$ cat config.mk
export PLATFORM = sky130hd
export DESIGN_NAME = link_controller
export DESIGN_NICKNAME = d
export VERILOG_FILES = /design/src/rtl/link_pkg.sv /design/src/rtl/flags_if.sv /design/src/rtl/link_controller.sv /design/src/rtl/vector_flags.sv
export VERILOG_INCLUDE_DIRS = /design/src /design/src/rtl
export SDC_FILE = /design/constraint.sdc
export NUM_CORES = 1
export LEC_CHECK = 0
export ABC_AREA = 1
export BUFFER_PORTS_ARGS = -buffer_cell sky130_fd_sc_hd__buf_4
export CAP_MARGIN = 20
export CORE_MARGIN = 2
export CORE_UTILIZATION = 30
export CTS_CLUSTER_SIZE = 30
export DETAILED_ROUTE_END_ITERATION = 10
export GPL_TIMING_DRIVEN = 0
export MAX_ROUTING_LAYER = met4
export SYNTH_ARGS = -nofsm -noshare
export SYNTH_HDL_FRONTEND = slang
export SYNTH_SLANG_ARGS = --single-unit
$ cat constraint.sdc
create_clock -name clk -period 4.24 [get_ports clk]
set_input_delay 0.848 -clock clk [delete_from_list [all_inputs] [get_ports clk]]
set_output_delay 0.848 -clock clk [all_outputs]
set_load 0.005 [all_outputs]
$ cat src/rtl/link_defs.svh
// register offsets, field positions, reset values and timing figures
`ifndef LINK_DEFS_SVH
`define LINK_DEFS_SVH

// --------------------------------------------------------------------
// word offsets on the register bus
// --------------------------------------------------------------------
`define OFF_VECTOR   3'h0
`define OFF_DATA     3'h1
`define OFF_RTDELAY  3'h2
`define OFF_PORTCTL  3'h3
`define OFF_PORTDAT  3'h4
`define OFF_PORTDIR  3'h5
`define OFF_LINKCTL  3'h6

// --------------------------------------------------------------------
// field positions
// --------------------------------------------------------------------
`define RT_XCVR_SEL  7
`define RT_RX_POL    6
`define PC_LINK_EN   2
`define PC_PULLUP    1
`define PC_RDRIVE    0
`define LC_DIGITAL_LOOPBACK     0
`define LC_ANALOG_LOOPBACK     1
`define LC_EOD       2

// --------------------------------------------------------------------
// reset values
// --------------------------------------------------------------------
`define RT_RESET     8'h00
`define PC_RESET     3'h0
`define PORT_RESET   7'h00

// --------------------------------------------------------------------
// timing, in microseconds, and the clock period
// --------------------------------------------------------------------
`define CLK_PERIOD_PS 5000
`define SHORT_US      64
`define LONG_US       128
`define SOF_US        200
`define EOF_US        280
`define DELAY_BASE_US 9
`define US_CYC(us)    ((us) * 1000000 / `CLK_PERIOD_PS)

`endif

$ cat src/rtl/link_pkg.sv
// types shared by the link controller files
package link_pkg;

    typedef enum logic [3:0] {
        src_none  = 4'b0000,
        src_eof   = 4'b0001,
        src_ifr   = 4'b0010,
        src_full  = 4'b0011,
        src_empty = 4'b0100,
        src_arb   = 4'b0101,
        src_crc   = 4'b0110,
        src_inval = 4'b0111,
        src_wake  = 4'b1000
    } src_e;

    typedef enum logic [1:0] {
        tx_idle  = 2'b00,
        tx_sof   = 2'b01,
        tx_bits  = 2'b10,
        tx_extra = 2'b11
    } tx_state_e;

endpackage : link_pkg

$ cat src/rtl/flags_if.sv
// sticky source flags between the controller and its vector encoder
`timescale 1ns/1ps
interface flags_if;
    logic [8:1] set;
    logic [8:1] clr;
    logic [8:1] pend;
    logic [3:0] code;
    modport owner (input set, input clr, output pend, output code);
    modport user  (output set, output clr, input pend, input code);
endinterface : flags_if

$ cat src/rtl/link_controller.sv
// byte link controller: register slave, pulse-width symbol engine, shared port
`timescale 1ns/1ps
`include "link_defs.svh"
module link_controller
    import link_pkg::*;
#(
    parameter int PORT_W    = 7,
    parameter int CNT_W     = 16,
    parameter int SHORT_CYC = `US_CYC(`SHORT_US),
    parameter int LONG_CYC  = `US_CYC(`LONG_US),
    parameter int SOF_CYC   = `US_CYC(`SOF_US),
    parameter int EOF_CYC   = `US_CYC(`EOF_US)
) (
    // clock, reset, enable
    input  wire logic              clk,
    input  wire logic              rst_b,
    input  wire logic              ce,
    input  wire logic              special_mode,
    // avalon-mm slave
    input  wire logic [2:0]        avs_address,
    input  wire logic              avs_read,
    input  wire logic              avs_write,
    input  wire logic [3:0]        avs_byteenable,
    input  wire logic [31:0]       avs_writedata,
    output logic      [31:0]       avs_readdata,
    output logic                   avs_waitrequest,
    // shared port pins, bit 0 receive, bit 1 transmit
    input  wire logic [PORT_W-1:0] port_in,
    output logic      [PORT_W-1:0] port_out,
    output logic      [PORT_W-1:0] port_oe,
    output logic                   pullup_en,
    output logic                   reduced_drive
);
    localparam logic [CNT_W-1:0] SHORT_L  = CNT_W'(SHORT_CYC);
    localparam logic [CNT_W-1:0] LONG_L   = CNT_W'(LONG_CYC);
    localparam logic [CNT_W-1:0] SOF_L    = CNT_W'(SOF_CYC);
    localparam logic [CNT_W-1:0] EOF_L    = CNT_W'(EOF_CYC);
    localparam logic [CNT_W-1:0] LONG_THR = CNT_W'((SHORT_CYC + LONG_CYC) / 2);
    localparam logic [CNT_W-1:0] SOF_THR  = CNT_W'((LONG_CYC + SOF_CYC) / 2);

    flags_if f ();

    vector_flags u_flags (
        .clk   (clk),
        .rst_b (rst_b),
        .ce    (ce),
        .f     (f)
    );

    function automatic logic [8:1] src_bit(input logic [3:0] c);
        src_bit = 8'h00;
        for (int i = 1; i <= 8; i++) begin
            if (c == 4'(i)) begin
                src_bit[i] = 1'b1;
            end
        end
    endfunction : src_bit

    // --------------------------------------------------------------------
    // bus slave: one wait cycle, read data latched before the answer
    // --------------------------------------------------------------------
    logic ack;
    logic [3:0] rep_code;
    wire req     = avs_read | avs_write;
    wire rd_take = avs_read & ack & ce;
    wire wr_take = avs_write & ack & ce & avs_byteenable[0];
    wire rd_vec  = rd_take & (avs_address == `OFF_VECTOR);
    wire rd_data = rd_take & (avs_address == `OFF_DATA);
    wire [7:0] wbyte = avs_writedata[7:0];
    function automatic logic wr_at(input logic [2:0] a, input logic take, input logic [2:0] adr);
        wr_at = take & (adr == a);
    endfunction : wr_at
    wire wr_data = wr_at(`OFF_DATA, wr_take, avs_address);
    wire wr_rt   = wr_at(`OFF_RTDELAY, wr_take, avs_address);
    wire wr_pc   = wr_at(`OFF_PORTCTL, wr_take, avs_address);
    wire wr_pd   = wr_at(`OFF_PORTDAT, wr_take, avs_address);
    wire wr_dir  = wr_at(`OFF_PORTDIR, wr_take, avs_address);
    wire wr_lc   = wr_at(`OFF_LINKCTL, wr_take, avs_address);

    assign avs_waitrequest = req & ~ack;

    // --------------------------------------------------------------------
    // software registers
    // --------------------------------------------------------------------
    logic [7:0]        rt_cfg;
    logic              rt_done;
    logic [2:0]        pc;
    logic [PORT_W-1:0] latch;
    logic [PORT_W-1:0] dir;
    logic [1:0]        loops;
    logic              eod_req;
    logic [7:0]        tshadow;
    logic              shadow_full;
    logic [7:0]        rx_byte;
    logic [PORT_W-1:0] pin_s1;
    logic [PORT_W-1:0] pin_s;
    logic [3:0]        armed;
    logic              lock;

    wire link_on = pc[`PC_LINK_EN];
    wire loop    = |loops;
    wire rt_ok   = wr_rt & (~rt_done | special_mode);

    always_ff @(posedge clk or negedge rst_b) begin
        if (!rst_b) begin
            rt_cfg  <= `RT_RESET;
            rt_done <= 1'b0;
            pc      <= `PC_RESET;
            latch   <= `PORT_RESET;
            dir     <= `PORT_RESET;
            loops   <= 2'b00;
        end else if (ce) begin
            if (rt_ok) begin
                rt_cfg  <= wbyte;
                rt_done <= 1'b1;
            end
            if (wr_pc) pc <= wbyte[2:0];
            if (wr_pd) latch <= wbyte[PORT_W-1:0];
            if (wr_dir) dir <= wbyte[PORT_W-1:0];
            if (wr_lc) loops <= {wbyte[`LC_ANALOG_LOOPBACK], wbyte[`LC_DIGITAL_LOOPBACK]};
        end
    end

    // --------------------------------------------------------------------
    // read mux
    // --------------------------------------------------------------------
    wire [PORT_W-1:0] port_rd = (dir & latch) | (~dir & pin_s);
    wire [7:0] lc_rd  = {5'h00, eod_req, loops};
    wire [7:0] vec_rd = {2'b00, f.code, 2'b00};
    wire [7:0] rd_mux =
        (avs_address == `OFF_VECTOR)  ? vec_rd :
        (avs_address == `OFF_DATA)    ? rx_byte :
        (avs_address == `OFF_RTDELAY) ? rt_cfg :
        (avs_address == `OFF_PORTCTL) ? {5'h00, pc} :
        (avs_address == `OFF_PORTDAT) ? {1'b0, port_rd} :
        (avs_address == `OFF_PORTDIR) ? {1'b0, dir} :
        (avs_address == `OFF_LINKCTL) ? lc_rd : 8'h00;

    always_ff @(posedge clk or negedge rst_b) begin
        if (!rst_b) begin
            ack          <= 1'b0;
            avs_readdata <= 32'h0000_0000;
            rep_code     <= 4'h0;
        end else if (ce) begin
            ack <= req & ~ack;
            if (req & ~ack) begin
                avs_readdata <= {24'h00_0000, rd_mux};
                rep_code     <= f.code;
            end
        end
    end

    // --------------------------------------------------------------------
    // pin sampling and receive line selection
    // --------------------------------------------------------------------
    logic tlvl;
    always_ff @(posedge clk or negedge rst_b) begin
        if (!rst_b) begin
            // receive pin idles high behind an inverting transceiver; start there, no false edge
            pin_s1 <= '1;
            pin_s  <= '1;
        end else if (ce) begin
            pin_s1 <= port_in;
            pin_s  <= pin_s1;
        end
    end

    // loopback feeds our own level back, the bus pin is ignored
    wire rx_true = rt_cfg[`RT_RX_POL] ? pin_s[0] : ~pin_s[0];
    wire rx_line = loop ? tlvl : rx_true;

    // --------------------------------------------------------------------
    // receiver
    // --------------------------------------------------------------------
    logic             rx_d;
    logic [CNT_W-1:0] wcnt;
    logic             in_frame;
    logic             after_eod;
    logic [2:0]       rbits;
    logic [6:0]       rsh;
    logic [7:0]       sum;

    wire       ev_en    = link_on & ~lock;
    wire       rx_edge  = rx_line ^ rx_d;
    wire       sof_sym  = rx_edge & rx_d & (wcnt >= SOF_THR);
    wire       data_sym = rx_edge & in_frame & ~sof_sym;
    wire       rx_bit   = rx_d ^ (wcnt >= LONG_THR);
    wire       byte_done = data_sym & (rbits == 3'h7);
    wire [7:0] new_byte = {rsh, rx_bit};
    wire       eod_pt   = in_frame & ~rx_line & (wcnt == SOF_THR);
    wire       eof_pt   = in_frame & ~rx_line & (wcnt == EOF_L - 1'b1);

    always_ff @(posedge clk or negedge rst_b) begin
        if (!rst_b) begin
            rx_d <= 1'b0;
            wcnt <= '0;
        end else if (ce) begin
            rx_d <= rx_line;
            wcnt <= rx_edge ? '0 : ((wcnt == EOF_L) ? wcnt : wcnt + 1'b1);
        end
    end

    always_ff @(posedge clk or negedge rst_b) begin
        if (!rst_b) begin
            in_frame  <= 1'b0;
            after_eod <= 1'b0;
            rbits     <= 3'h0;
            rsh       <= 7'h00;
            sum       <= 8'h00;
            rx_byte   <= 8'h00;
        end else if (ce) begin
            if (!link_on || eof_pt) begin
                in_frame  <= 1'b0;
                after_eod <= 1'b0;
            end else if (sof_sym) begin
                in_frame  <= 1'b1;
                after_eod <= 1'b0;
                rbits     <= 3'h0;
                sum       <= 8'h00;
            end else if (data_sym) begin
                rsh   <= new_byte[6:0];
                rbits <= rbits + 3'h1;
                if (byte_done) begin
                    sum <= sum ^ new_byte;
                    if (ev_en) rx_byte <= new_byte;
                end
            end else if (eod_pt) begin
                after_eod <= 1'b1;
                rbits     <= 3'h0;
            end
        end
    end

    // --------------------------------------------------------------------
    // transmitter
    // --------------------------------------------------------------------
    tx_state_e        tx_st;
    logic [CNT_W-1:0] tcnt;
    logic [2:0]       tbit;
    logic [7:0]       tsh;
    logic             first_bit;

    wire [CNT_W-1:0] delay_cyc =
        CNT_W'((`DELAY_BASE_US + int'(rt_cfg[3:0])) * `US_CYC(1));
    wire tx_cur   = (tx_st == tx_extra) ? 1'b1 : tsh[7];
    wire [CNT_W-1:0] sym_len = (tx_st == tx_sof) ? SOF_L :
                               ((tx_cur ^ tlvl) ? LONG_L : SHORT_L);
    wire sym_end  = (tx_st != tx_idle) & (tcnt == sym_len - 1'b1);
    // a passive symbol that reads active after the echo delay lost the bus
    wire arb_lost = (tx_st != tx_idle) & ~tlvl & rx_line & (tcnt >= delay_cyc);
    wire tx_start = (tx_st == tx_idle) & shadow_full & link_on & ~lock & ~in_frame;
    wire byte_end = (tx_st == tx_bits) & sym_end & (tbit == 3'h7) & ~arb_lost;
    wire transmit_empty_flag_ev  = (tx_st == tx_bits) & sym_end & first_bit & ~arb_lost;

    always_ff @(posedge clk or negedge rst_b) begin
        if (!rst_b) begin
            tx_st     <= tx_idle;
            tcnt      <= '0;
            tbit      <= 3'h0;
            tsh       <= 8'h00;
            tlvl      <= 1'b0;
            first_bit <= 1'b0;
        end else if (ce) begin
            tcnt <= (tx_start | sym_end | arb_lost) ? '0 : tcnt + 1'b1;
            unique case (tx_st)
                tx_idle: if (tx_start) begin
                    tx_st     <= tx_sof;
                    tlvl      <= 1'b1;
                    tsh       <= tshadow;
                    first_bit <= 1'b1;
                end
                tx_sof: if (sym_end) begin
                    tx_st <= tx_bits;
                    tlvl  <= 1'b0;
                    tbit  <= 3'h0;
                end
                tx_bits: if (arb_lost) begin
                    tx_st <= tx_idle;
                    tlvl  <= 1'b0;
                end else if (sym_end) begin
                    tlvl      <= ~tlvl;
                    tsh       <= {tsh[6:0], 1'b0};
                    tbit      <= tbit + 3'h1;
                    first_bit <= 1'b0;
                    if (tbit == 3'h7) begin
                        if (shadow_full) begin
                            tsh       <= tshadow;
                            first_bit <= 1'b1;
                        end else if (eod_req) begin
                            tx_st <= tx_idle;
                        end else begin
                            tx_st <= tx_extra;
                            tbit  <= 3'h0;
                        end
                    end
                end
                tx_extra: if (arb_lost || (sym_end && tbit == 3'h1)) begin
                    tx_st <= tx_idle;
                    tlvl  <= 1'b0;
                end else if (sym_end) begin
                    tlvl <= ~tlvl;
                    tbit <= tbit + 3'h1;
                end
            endcase
        end
    end

    always_ff @(posedge clk or negedge rst_b) begin
        if (!rst_b) begin
            tshadow     <= 8'h00;
            shadow_full <= 1'b0;
            eod_req     <= 1'b0;
        end else if (ce) begin
            if (wr_data) tshadow <= wbyte;
            shadow_full <= wr_data | (shadow_full & ~tx_start & ~byte_end);
            if (wr_lc && wbyte[`LC_EOD]) eod_req <= 1'b1;
            else if (byte_end && !shadow_full) eod_req <= 1'b0;
        end
    end

    // --------------------------------------------------------------------
    // source flags and their clearing
    // --------------------------------------------------------------------
    wire rep_buf  = (rep_code == src_ifr) | (rep_code == src_full) | (rep_code == src_empty);
    wire vec_clr  = rd_vec & ~rep_buf;
    wire rx_serve = rd_data & ((armed == src_ifr) | (armed == src_full));
    wire tx_serve = wr_data & (armed == src_empty);
    wire eod_clr  = wr_lc & wbyte[`LC_EOD];

    assign f.set = {~link_on & rx_edge,
                    ev_en & eod_pt & (rbits != 3'h0),
                    ev_en & eof_pt & (sum != 8'h00),
                    arb_lost,
                    transmit_empty_flag_ev,
                    ev_en & byte_done & ~after_eod,
                    ev_en & byte_done & after_eod,
                    ev_en & eof_pt};
    assign f.clr = (vec_clr ? src_bit(rep_code) : 8'h00)
                 | ((rx_serve | tx_serve) ? src_bit(armed) : 8'h00)
                 | (eod_clr ? src_bit(src_empty) : 8'h00);

    always_ff @(posedge clk or negedge rst_b) begin
        if (!rst_b) begin
            armed <= 4'h0;
            lock  <= 1'b0;
        end else if (ce) begin
            if (rd_vec && rep_buf) armed <= rep_code;
            else if (rx_serve || tx_serve) armed <= 4'h0;
            if (vec_clr && rep_code == src_inval) lock <= 1'b1;
            else if (eof_pt) lock <= 1'b0;
        end
    end

    // --------------------------------------------------------------------
    // shared port pins
    // --------------------------------------------------------------------
    // the transmit pin rests passive while looped so the bus sees nothing
    wire tx_pin = tlvl & ~loop;
    wire [PORT_W-1:0] next_port_out = link_on ? {latch[PORT_W-1:2], tx_pin, latch[0]} : latch;
    wire [PORT_W-1:0] next_port_oe  = link_on ? {dir[PORT_W-1:2], 2'b10} : dir;

    always_ff @(posedge clk or negedge rst_b) begin
        if (!rst_b) begin
            port_out <= '0;
            port_oe  <= '0;
        end else if (ce) begin
            port_out <= next_port_out;
            port_oe  <= next_port_oe;
        end
    end

    assign pullup_en     = pc[`PC_PULLUP];
    assign reduced_drive = pc[`PC_RDRIVE];
endmodule : link_controller

$ cat src/rtl/vector_flags.sv
// sticky pending sources and their priority code
`timescale 1ns/1ps
module vector_flags
    import link_pkg::*;
(
    // clock and reset
    input  wire logic clk,
    input  wire logic rst_b,
    input  wire logic ce,
    // flag traffic
    flags_if.owner    f
);
    logic [8:1] pend;

    function automatic logic [3:0] highest(input logic [8:1] p);
        highest = 4'h0;
        for (int i = 1; i <= 8; i++) begin
            if (p[i]) begin
                highest = 4'(i);
            end
        end
    endfunction : highest

    // a set in the same cycle as its clear is kept
    always_ff @(posedge clk or negedge rst_b) begin
        if (!rst_b) begin
            pend <= 8'h00;
        end else if (ce) begin
            pend <= (pend & ~f.clr) | f.set;
        end
    end

    assign f.pend = pend;
    assign f.code = highest(pend);
endmodule : vector_flags

# After elaboration in Yosys (flattened, before gate mapping)
# Cells that the tools add are included.
# word_totals
regBits	168
out_inout_bits	49
wordCells	321
# classes
addsub	6
multipliers	1
n_lt_le_gt_ge	3
eq_ne	44
mux	97
n_bitwise	90
reduce_logical	47
# op_table
operator	n
8-bit 2-to-1 mux	13
16-bit 2-to-1 mux	4
1-bit bitwise AND	52
16-bit == test, second input constant	3
3-bit 2-to-1 mux	16
1-bit 2-to-1 mux	39
16-bit by 1-bit adder with 16-bit output, second input constant	2
4-bit by 3-bit == test with 1-bit output, second input constant	8
2-bit 2-to-1 mux	12
2-bit AND reduction	12
7-bit 2-to-1 mux	3
16-bit == test	1
4-bit by 2-bit == test with 1-bit output, second input constant	4
16-bit by 13-bit greater-or-equal comparator with 1-bit output	1
16-bit by 15-bit greater-or-equal comparator with 1-bit output, second input constant	1
16-bit greater-or-equal comparator, second input constant	1
4-bit 2-to-1 mux	4
1-bit NOT	16
8-bit bitwise OR	2
8-bit one-hot mux with 2 select lines	1
2-bit nonzero test	8
16-bit by 1-bit subtractor with 16-bit output, second input constant	1
3-bit == test, second input constant	5
15-bit 2-to-1 mux	1
other kinds (39)	78

# Longest topological paths before layout
# Gate-level depths: netlist of run 1.
# depth
depth_word	14
depth_mapped	24

# Hierarchy
# A second synthesis of run 1 with hierarchy kept.
# hier_totals
cells_unflattened	1145
hier_area_um2	9297.7
# by_module_without_submodules
module	instances	cells_each	area_per_inst_um2	seq_area_each_um2
link_controller	1	1097	8893.5	4021.4
vector_flags	1	48	404.1	200.2

# Worst setup path after synthesis of run 1
# No wires, ideal clock.
# synth_timing
kind	reg2reg
start	reg rt_cfg[0]
end	reg tsh[7]
setup_ns	0.122
t_arrival_ns	3.718
t_required_ns	4.118
slack_ns	0.400
path_stages_with_launch	24
path_buffers	2
synth_period_minus_slack_ns	3.840
cell_sequence	dfrtp_1 > clkbuf_1 > nand3_1 > xor2_1 > ha_1 > ha_1 > ha_1 > ha_1 > nand2_1 > nand2_1 > a21oi_1 > xor2_1 > ha_1 > nand3_1 > nor2_1 > nand3_1 > nand3_1 > nand2_1 > inv_2 > o21ai_4 > nand2_4 > buf_6 > nand2_1 > o21ai_2
# synth_between
elab_chain_len	6
# synth_lines
element	line_no	source
start: declaration	link_controller.sv:85	logic [7:0] rt_cfg;
start signal: assignment	link_controller.sv:106	rt_cfg <= `RT_RESET;
start signal: assignment	link_controller.sv:114	rt_cfg <= wbyte;
4-bit by 4-bit adder with 5-bit output (no line)	-	
5-bit by 5-bit multiplier with 10-bit output (no line)	-	
16-bit by 13-bit greater-or-equal comparator with 1-bit output	link_controller.sv:250	wire arb_lost = (tx_st != tx_idle) & ~tlvl & rx_line & (tcnt >= delay_cyc);
1-bit bitwise AND	link_controller.sv:250	
2-bit inequality test (no line)	-	
5-bit AND reduction (no line)	-	
end signal: assignment	link_controller.sv:269	tsh <= tshadow;
end signal: assignment	link_controller.sv:282	tsh <= {tsh[6:0], 1'b0};
end signal: assignment	link_controller.sv:287	tsh <= tshadow;
end: declaration	link_controller.sv:240	logic [7:0] tsh;
# No other way between the ends.
# A chain may end at the register's enable or synchronous reset.

# Worst setup path in the final report of run 1
# layout_timing
start	reg rt_cfg[0]
end	reg tcnt[12]
# layout_between
elab_chain_len	6
# layout_lines
element	line_no	source
4-bit by 4-bit adder with 5-bit output (no line)	-	
5-bit by 5-bit multiplier with 10-bit output (no line)	-	
16-bit by 13-bit greater-or-equal comparator with 1-bit output	link_controller.sv:250	
1-bit bitwise AND	link_controller.sv:250	
1-bit bitwise OR	link_controller.sv:264	tcnt <= (tx_start | sym_end | arb_lost) ? '0 : tcnt + 1'b1;
16-bit 2-to-1 mux	link_controller.sv:264	
end signal: assignment	link_controller.sv:264	
end: declaration	link_controller.sv:238	logic [CNT_W-1:0] tcnt;
# No other way between the ends.

==> results.json, run 1 <==
{
  "rr_startpoint": "rt_cfg[0]",
  "fmax_mhz": 252,
  "final_max_slew_viol_count": 0,
  "fin_util_pct": 36.4,
  "syn_inst": 1166,
  "hold_ws_ns": 0.386,
  "clock_tree.root_cell": "clkbuf_16",
  "grt_max_degree": 87,
  "viasPerCell": 4.69,
  "die_h_um": 180,
  "nets": 1360,
  "grt_antenna_before_repair": 0,
  "rows": 64,
  "cp_cell_sequence": "buf_6, clkinvlp_4, ha_4, xor2_1, ha_1, ha_1, fa_1, nand3_1, nand2_1, xnor2_1, ha_1, nand2_1, inv_1, nand3_1, nor2_1, nand3_1, nand3_2, nand2_4, buf_4, o211ai_2, nand2_1, inv_2, buf_6, nor2_1",
  "min_period_ns": 3.97,
  "drive_gt1_share_pct": 15.1,
  "syn2layout_area_growth_pct": 20.0,
  "yosys_warnings": 0,
  "synth.area.top_cells": "dfrtp_1, nand2_1, o21ai_0",
  "cp-start-kind": "flop",
  "cp-startpoint": "rt_cfg[0]",
  "power.total_mw": 5.18,
  "vdd_drop_max_mv": 0.290,
  "start_util_pct": 30.3,
  "dr.pass1.iters": 5,
  "clock_sinks": 168,
  "insertion_delay_ns": 0.43,
  "clk_path_buf_depth": 2,
  "leakage_nw": 5.31,
  "fin_crit_sh_pct": 93.5,
  "outcome": "complete, no violations",
  "drtIter0Drc": 594,
  "grt_pass1_vias": 7599,
  "drv_cap": 0,
  "critPathKind": "reg -> reg",
  "postCtsHoldBufs": 0,
  "gr-total-overflow": 0,
  "wirelength_um": 23100,
  "cp.arrival_ns": 4.29,
  "reg2reg_depth": 24,
  "drc": 0,
  "synth_top_area_share_pct": 41.7,
  "ys_types": 51,
  "timing.rr.end": "tcnt[12]",
  "synth_ff_type": "dfrtp_1",
  "max_slew.worst_pin.slew_ns": 0.693,
  "grt_pass1_wl_um": 38800,
  "setup_viol": 0,
  "endpoint": "tcnt[12]",
  "hold_violations": 0,
  "syn_avg_cell_area_um2": 7.93,
  "cp_max_fo": 10,
  "routedWlPerCell_um": 13.8,
  "yosysTopAreaCell": "dfrtp_1",
  "dpl_worst_slack_ns": -0.316,
  "cpLargestDelayFamily": "adder cells",
  "relSlewSlack_pct": 53.8,
  "die_area_um2": 32300,
  "antenna_left": 0,
  "cts_buffers": 17,
  "reg2reg_setup_slack_ns": 0.27,
  "ys_seq_area_share_pct": 45.6,
  "io_pins": 101,
  "crit_slowest_cell": "fa_1",
  "slowest_delay_ns": 0.41,
  "clock_skew_ns": 0.0118,
  "dp_hpwl_um": 17500,
  "setup_slack_ns": 0.274,
  "diodes": 0,
  "cp.required_ns": 4.57,
  "track_usage_pct": 15.1,
  "power_density_nw_per_um2": 466,
  "die_x_um": 180,
  "vias": 7880,
  "clkTransAtPathRegs_ns": 0.07,
  "synth-edff-count": 0,
  "worst-path-stages": 24,
  "core_area_um2": 30500,
  "cts_tree": "yes",
  "synthArstFlopShare_pct": 100,
  "h-tree-depth": 4,
  "synth_seq_cells": 168,
  "place_congestion": 0.886,
  "io_buffers": 49,
  "syn_area_um2": 9250,
  "critPathCaptureType": "flop",
  "hold_class": "in -> async",
  "cp_num_buf_inv": 6
}
[synthesized netlist by cell type, types with 4 or more instances]
cell type	n
o31ai_1	4
nor2_1	85
o21ai_2	9
nor3_1	14
nand3_1	61
o22ai_1	7
a221oi_1	4
dfstp_2	14
o21ai_0	121
o21ai_1	9
clkbuf_1	18
dfrtp_1	154
nand4_1	20
inv_1	147
nand2_1	313
buf_2	4
buf_4	26
or2_2	4
a21oi_1	22
xnor2_1	5
nor4_1	7
inv_2	8
mux2i_1	7
ha_1	36
xor2_1	23
o221ai_1	4
o211ai_1	4
[state kept, by name (all words and copies together) (netlist names), 4 cells and up]
name and cells:
rsh 7, wcnt 16, tsh 8, latch 7, port_out 7, dir 7
pin_s1 7, u_flags.f.pend 8, tcnt 16, rt_cfg 8, port_oe 7, armed 4
pin_s 7, avs_readdata 8, tshadow 8, sum 8, rx_byte 8, rep_code 4
[worst min-delay path by stage]
stage | to | slack [ns] | depth (start not counted)
detailed placement | rt_done | 0.45 | 2
floorplan | rt_done | 0.42 | 2
global placement | rt_done | 0.44 | 2
global route | wcnt[14] | 0.44 | 1
finish | wcnt[5] | 0.39 | 1
CTS | wcnt[11] | 0.42 | 1
[placed cells by master, fill, tap and decap left out, types with 5 or more instances in the layout]
cell type / n
inv_1: 146
o21ai_1: 9
xor2_1: 21
nor3_1: 14
clkbuf_1: 17
mux2i_1: 7
nand4_1: 20
o21ai_2: 9
o22ai_1: 7
clkinv_8: 6
nand2_1: 310
xnor2_1: 5
inv_2: 8
nand3_1: 59
ha_4: 5
buf_4: 85
dfrtp_1: 152
clkbuf_16: 17
nor2_1: 85
nor4_1: 7
conb_1: 24
a21oi_1: 21
dfstp_2: 14
ha_1: 31
o21ai_0: 121
[logic make-up (layout without fill, tap and decap cells)]
family / Yosys count / count (layout) / share of synthesized area, %
buffers and inverters: 207 / 302 / 9.59
adders and majority gates: 37 / 37 / 5.09
AOI/OAI and AO/OA: 197 / 197 / 12.2
xor gates and xnor gates: 28 / 28 / 2.65
DFF: 168 / 168 / 45.6
and+or+nand+nor: 521 / 521 / 24.0
muxes: 7 / 7 / 0.758
other: 1 / 24 / 0.0405
[metrics by stage]
| stage | area [um^2] | TNS, ns | std cells |
|---|---|---|---|
| 6_report | 11100 | 0 | 1680 |
| 5_1_grt | 11100 | -0.167 | 1680 |
| 4_1_cts | 10900 | 0 | 1671 |
| 3_5_place_dp | 10200 | -5.67 | 1635 |
| 3_3_place_gp | 10200 | -5.18 | 1634 |
| 2_1_floorplan | 9340 | 0 | 1189 |
[routing by layer]
| layer | wire (um) | GRT usage (%) | up-vias |
|---|---|---|---|
| li1 | - | - | 3952 |
| met3 | 1010 | 2.61 | 29 |
| met1 | 10900 | 20.1 | 3722 |
| met5 | 0 | - | - |
| met2 | 10700 | 23.6 | 177 |
| met4 | 457 | 4.85 | 0 |
[worst reg2reg max path: stages (launching register included)]
cell and delay (ns):
dfrtp_1 0.38, buf_6 0.14, clkinvlp_4 0.13, ha_4 0.31
xor2_1 0.16, ha_1 0.26, ha_1 0.23, fa_1 0.41
nand3_1 0.09, nand2_1 0.06, xnor2_1 0.12, ha_1 0.28
nand2_1 0.05, inv_1 0.06, nand3_1 0.06, nor2_1 0.15
nand3_1 0.11, nand3_2 0.11, nand2_4 0.08, buf_4 0.16
o211ai_2 0.08, nand2_1 0.09, inv_2 0.12, buf_6 0.15
nor2_1 0.05
[repair_timing]
| action | 4_1_cts | 5_1_grt |
|---|---|---|
| setup buffers | 4 | 9 |
| pin swaps | 2 | 7 |
| gates cloned | 0 | 0 |
| resized for setup | 6 | 20 |
| endpoints found under the setup margin | 29 | 25 |
[layout make-up]
class | count | area [um^2]
multi-input combinational | 814 | 4330
inverter | 155 | 586
sequential | 168 | 4220
timing repair buffer | 63 | 504
tap | 396 | 495
buffer | 52 | 325
fill | 3151 | 19400
clock inverter | 15 | 206
clock buffer | 17 | 425
[where the power goes]
group	switching, mW	leakage [nW]	total [mW]	internal, mW
Combinational	0.880	2.84	1.46	0.577
Sequential	0.239	2.17	2.09	1.86
Clock	0.764	0.303	1.62	0.859
No activity file was read; power rests on OpenSTA's default activity.
==> run 2, diff against run 1 <==
MAX_ROUTING_LAYER = default   (was met4)
==> run 2 against run 1 <==
Effect of this change: maximum frequency increased by 0.83%; global-route usage decreased by 0.45 points; critical path depth unchanged; clock skew increased by 0.0035 ns; via count increased by 0.44%; critical path type unchanged; utilization decreased by 0.14 points; critical endpoint is now tsh[7]; die area unchanged.
==> results.json, run 2 (synthesis gave the netlist of run 1 again) <==
{
  "cts_tree": "yes",
  "track_usage_pct": 14.7,
  "fin_crit_sh_pct": 92.8,
  "final_max_slew_viol_count": 0,
  "critical_path.most_common_cell": "nand2_1",
  "reg_top3": "tcnt x16, wcnt x16",
  "power_density_nw_per_um2": 464,
  "drtIter0Drc": 538,
  "drv_cap": 0,
  "max_slew.worst_pin.slew_ns": 0.671,
  "cp_max_fo": 10,
  "cpLargestDelayFamily": "adder cells",
  "clock_skew_ns": 0.0153,
  "rr_startpoint": "rt_cfg[0]",
  "h-tree-depth": 4,
  "cp-start-kind": "flop",
  "cp_cell_sequence": "buf_6, nand3_1, xor2_2, ha_1, ha_1, ha_4, nand3_1, nand2_1, nand2_1, nand2_1, a21oi_2, xor2_1, ha_1, nand3_1, a21oi_1, nor2_1, nand3_2, nand2_4, inv_2, o21ai_4, nand2_4, buf_6, nand2_1, o21ai_2",
  "cp.arrival_ns": 4.26,
  "syn2layout_area_growth_pct": 19.5,
  "hold_violations": 0,
  "die_h_um": 180,
  "grt_pass1_vias": 7704,
  "fin_util_pct": 36.2,
  "wirelength_um": 23300,
  "dr.pass1.iters": 5,
  "register_area_um2": 4220,
  "cp.required_ns": 4.57,
  "fmax_mhz": 254,
  "reg2reg_setup_slack_ns": 0.31,
  "drc": 0,
  "setup_viol": 0,
  "vias": 7915,
  "dp_hpwl_um": 17500,
  "drive_gt1_share_pct": 14.9,
  "core_area_um2": 30500,
  "cts_buffers": 17,
  "clock_sinks": 168,
  "grt_max_degree": 113,
  "leakage_nw": 5.29,
  "vdd_drop_max_mv": 0.297,
  "diodes": 0,
  "io_buffers": 49,
  "postCtsHoldBufs": 0,
  "timing.rr.end": "tsh[7]",
  "power.total_mw": 5.12,
  "final_common_cell": "nand2_1",
  "critPathCaptureType": "flop",
  "rows": 64,
  "antenna_left": 0,
  "outcome": "complete, no violations",
  "grt_antenna_before_repair": 0,
  "reg2reg_depth": 24,
  "rsz0062_at_grt": "no",
  "multi_input_comb_area_um2": 4330,
  "hold_ws_ns": 0.319,
  "critPathKind": "reg -> reg",
  "place_congestion": 0.882,
  "insertion_delay_ns": 0.44,
  "die_x_um": 180,
  "hold_class": "in -> async",
  "relSlewSlack_pct": 55.3,
  "gr-total-overflow": 0,
  "viasPerCell": 4.72,
  "io_pins": 101,
  "nets": 1357,
  "clk_path_buf_depth": 2,
  "start_util_pct": 30.3,
  "grt_pass1_wl_um": 38800,
  "clkTransAtPathRegs_ns": 0.08,
  "clock_tree.root_cell": "clkbuf_16",
  "slowest_delay_ns": 0.41,
  "fillers": 3160,
  "min_period_ns": 3.93,
  "routedWlPerCell_um": 13.9,
  "crit_slowest_cell": "dfrtp_1",
  "die_area_um2": 32300,
  "cp_num_buf_inv": 3,
  "final_cell_mix": "nand2_1, dfrtp_1, inv_1"
}
run 2: cell type report:
type / count / share of cell area [%]
multi-input cells: 814 / 39.2
flip-flops and latches: 168 / 38.2
inverters: 155 / 5.30
well taps: 396 / 4.48
repair buffers: 60 / 4.32
clock buffers: 17 / 3.85
plain buffers: 52 / 2.83
clock inverters: 15 / 1.80
run 2: per-stage QoR:
step	cells	TNS [ns]	setup slack (ns)	area (um^2)
global placement	1634	-5.57	-0.326	10200
global route	1677	0	0.0190	11100
finish	1677	0	0.306	11100
detailed placement	1635	-5.46	-0.323	10200
CTS	1669	0	0.0215	10900
floorplan	1189	0	0.400	9340
run 2: report_power, final:
| group | switching, mW | total [mW] | internal (mW) |
|---|---|---|---|
| Sequential | 0.238 | 2.09 | 1.86 |
| Clock | 0.795 | 1.60 | 0.808 |
| Combinational | 0.871 | 1.43 | 0.557 |
run 2: how the worst max path moves through the flow:
stage / start / to / slack (ns) / cells past startpoint
after floorplan: rt_cfg[0] / tsh[7] / 0.40 / 23
after global placement: rt_cfg[0] / tsh[7] / -0.33 / 23
after detailed placement: rt_cfg[0] / tsh[7] / -0.32 / 22
after CTS: rt_cfg[0] / tsh[7] / 0.02 / 23
after global routing: rt_cfg[0] / tbit[1] / 0.02 / 24
final: rt_cfg[0] / tsh[7] / 0.31 / 24
run 2: per-layer routing:
metal	GRT usage, %	wire, um
met5	0	0
met4	4.85	420
met3	2.78	957
met2	23.6	11000
met1	20.0	11000
run 2: timing repair:
action,CTS,global route
setup buffers,2,8
pin swaps,1,2
gates cloned,0,0
setup endpoints to repair,30,26
resized for setup,6,16
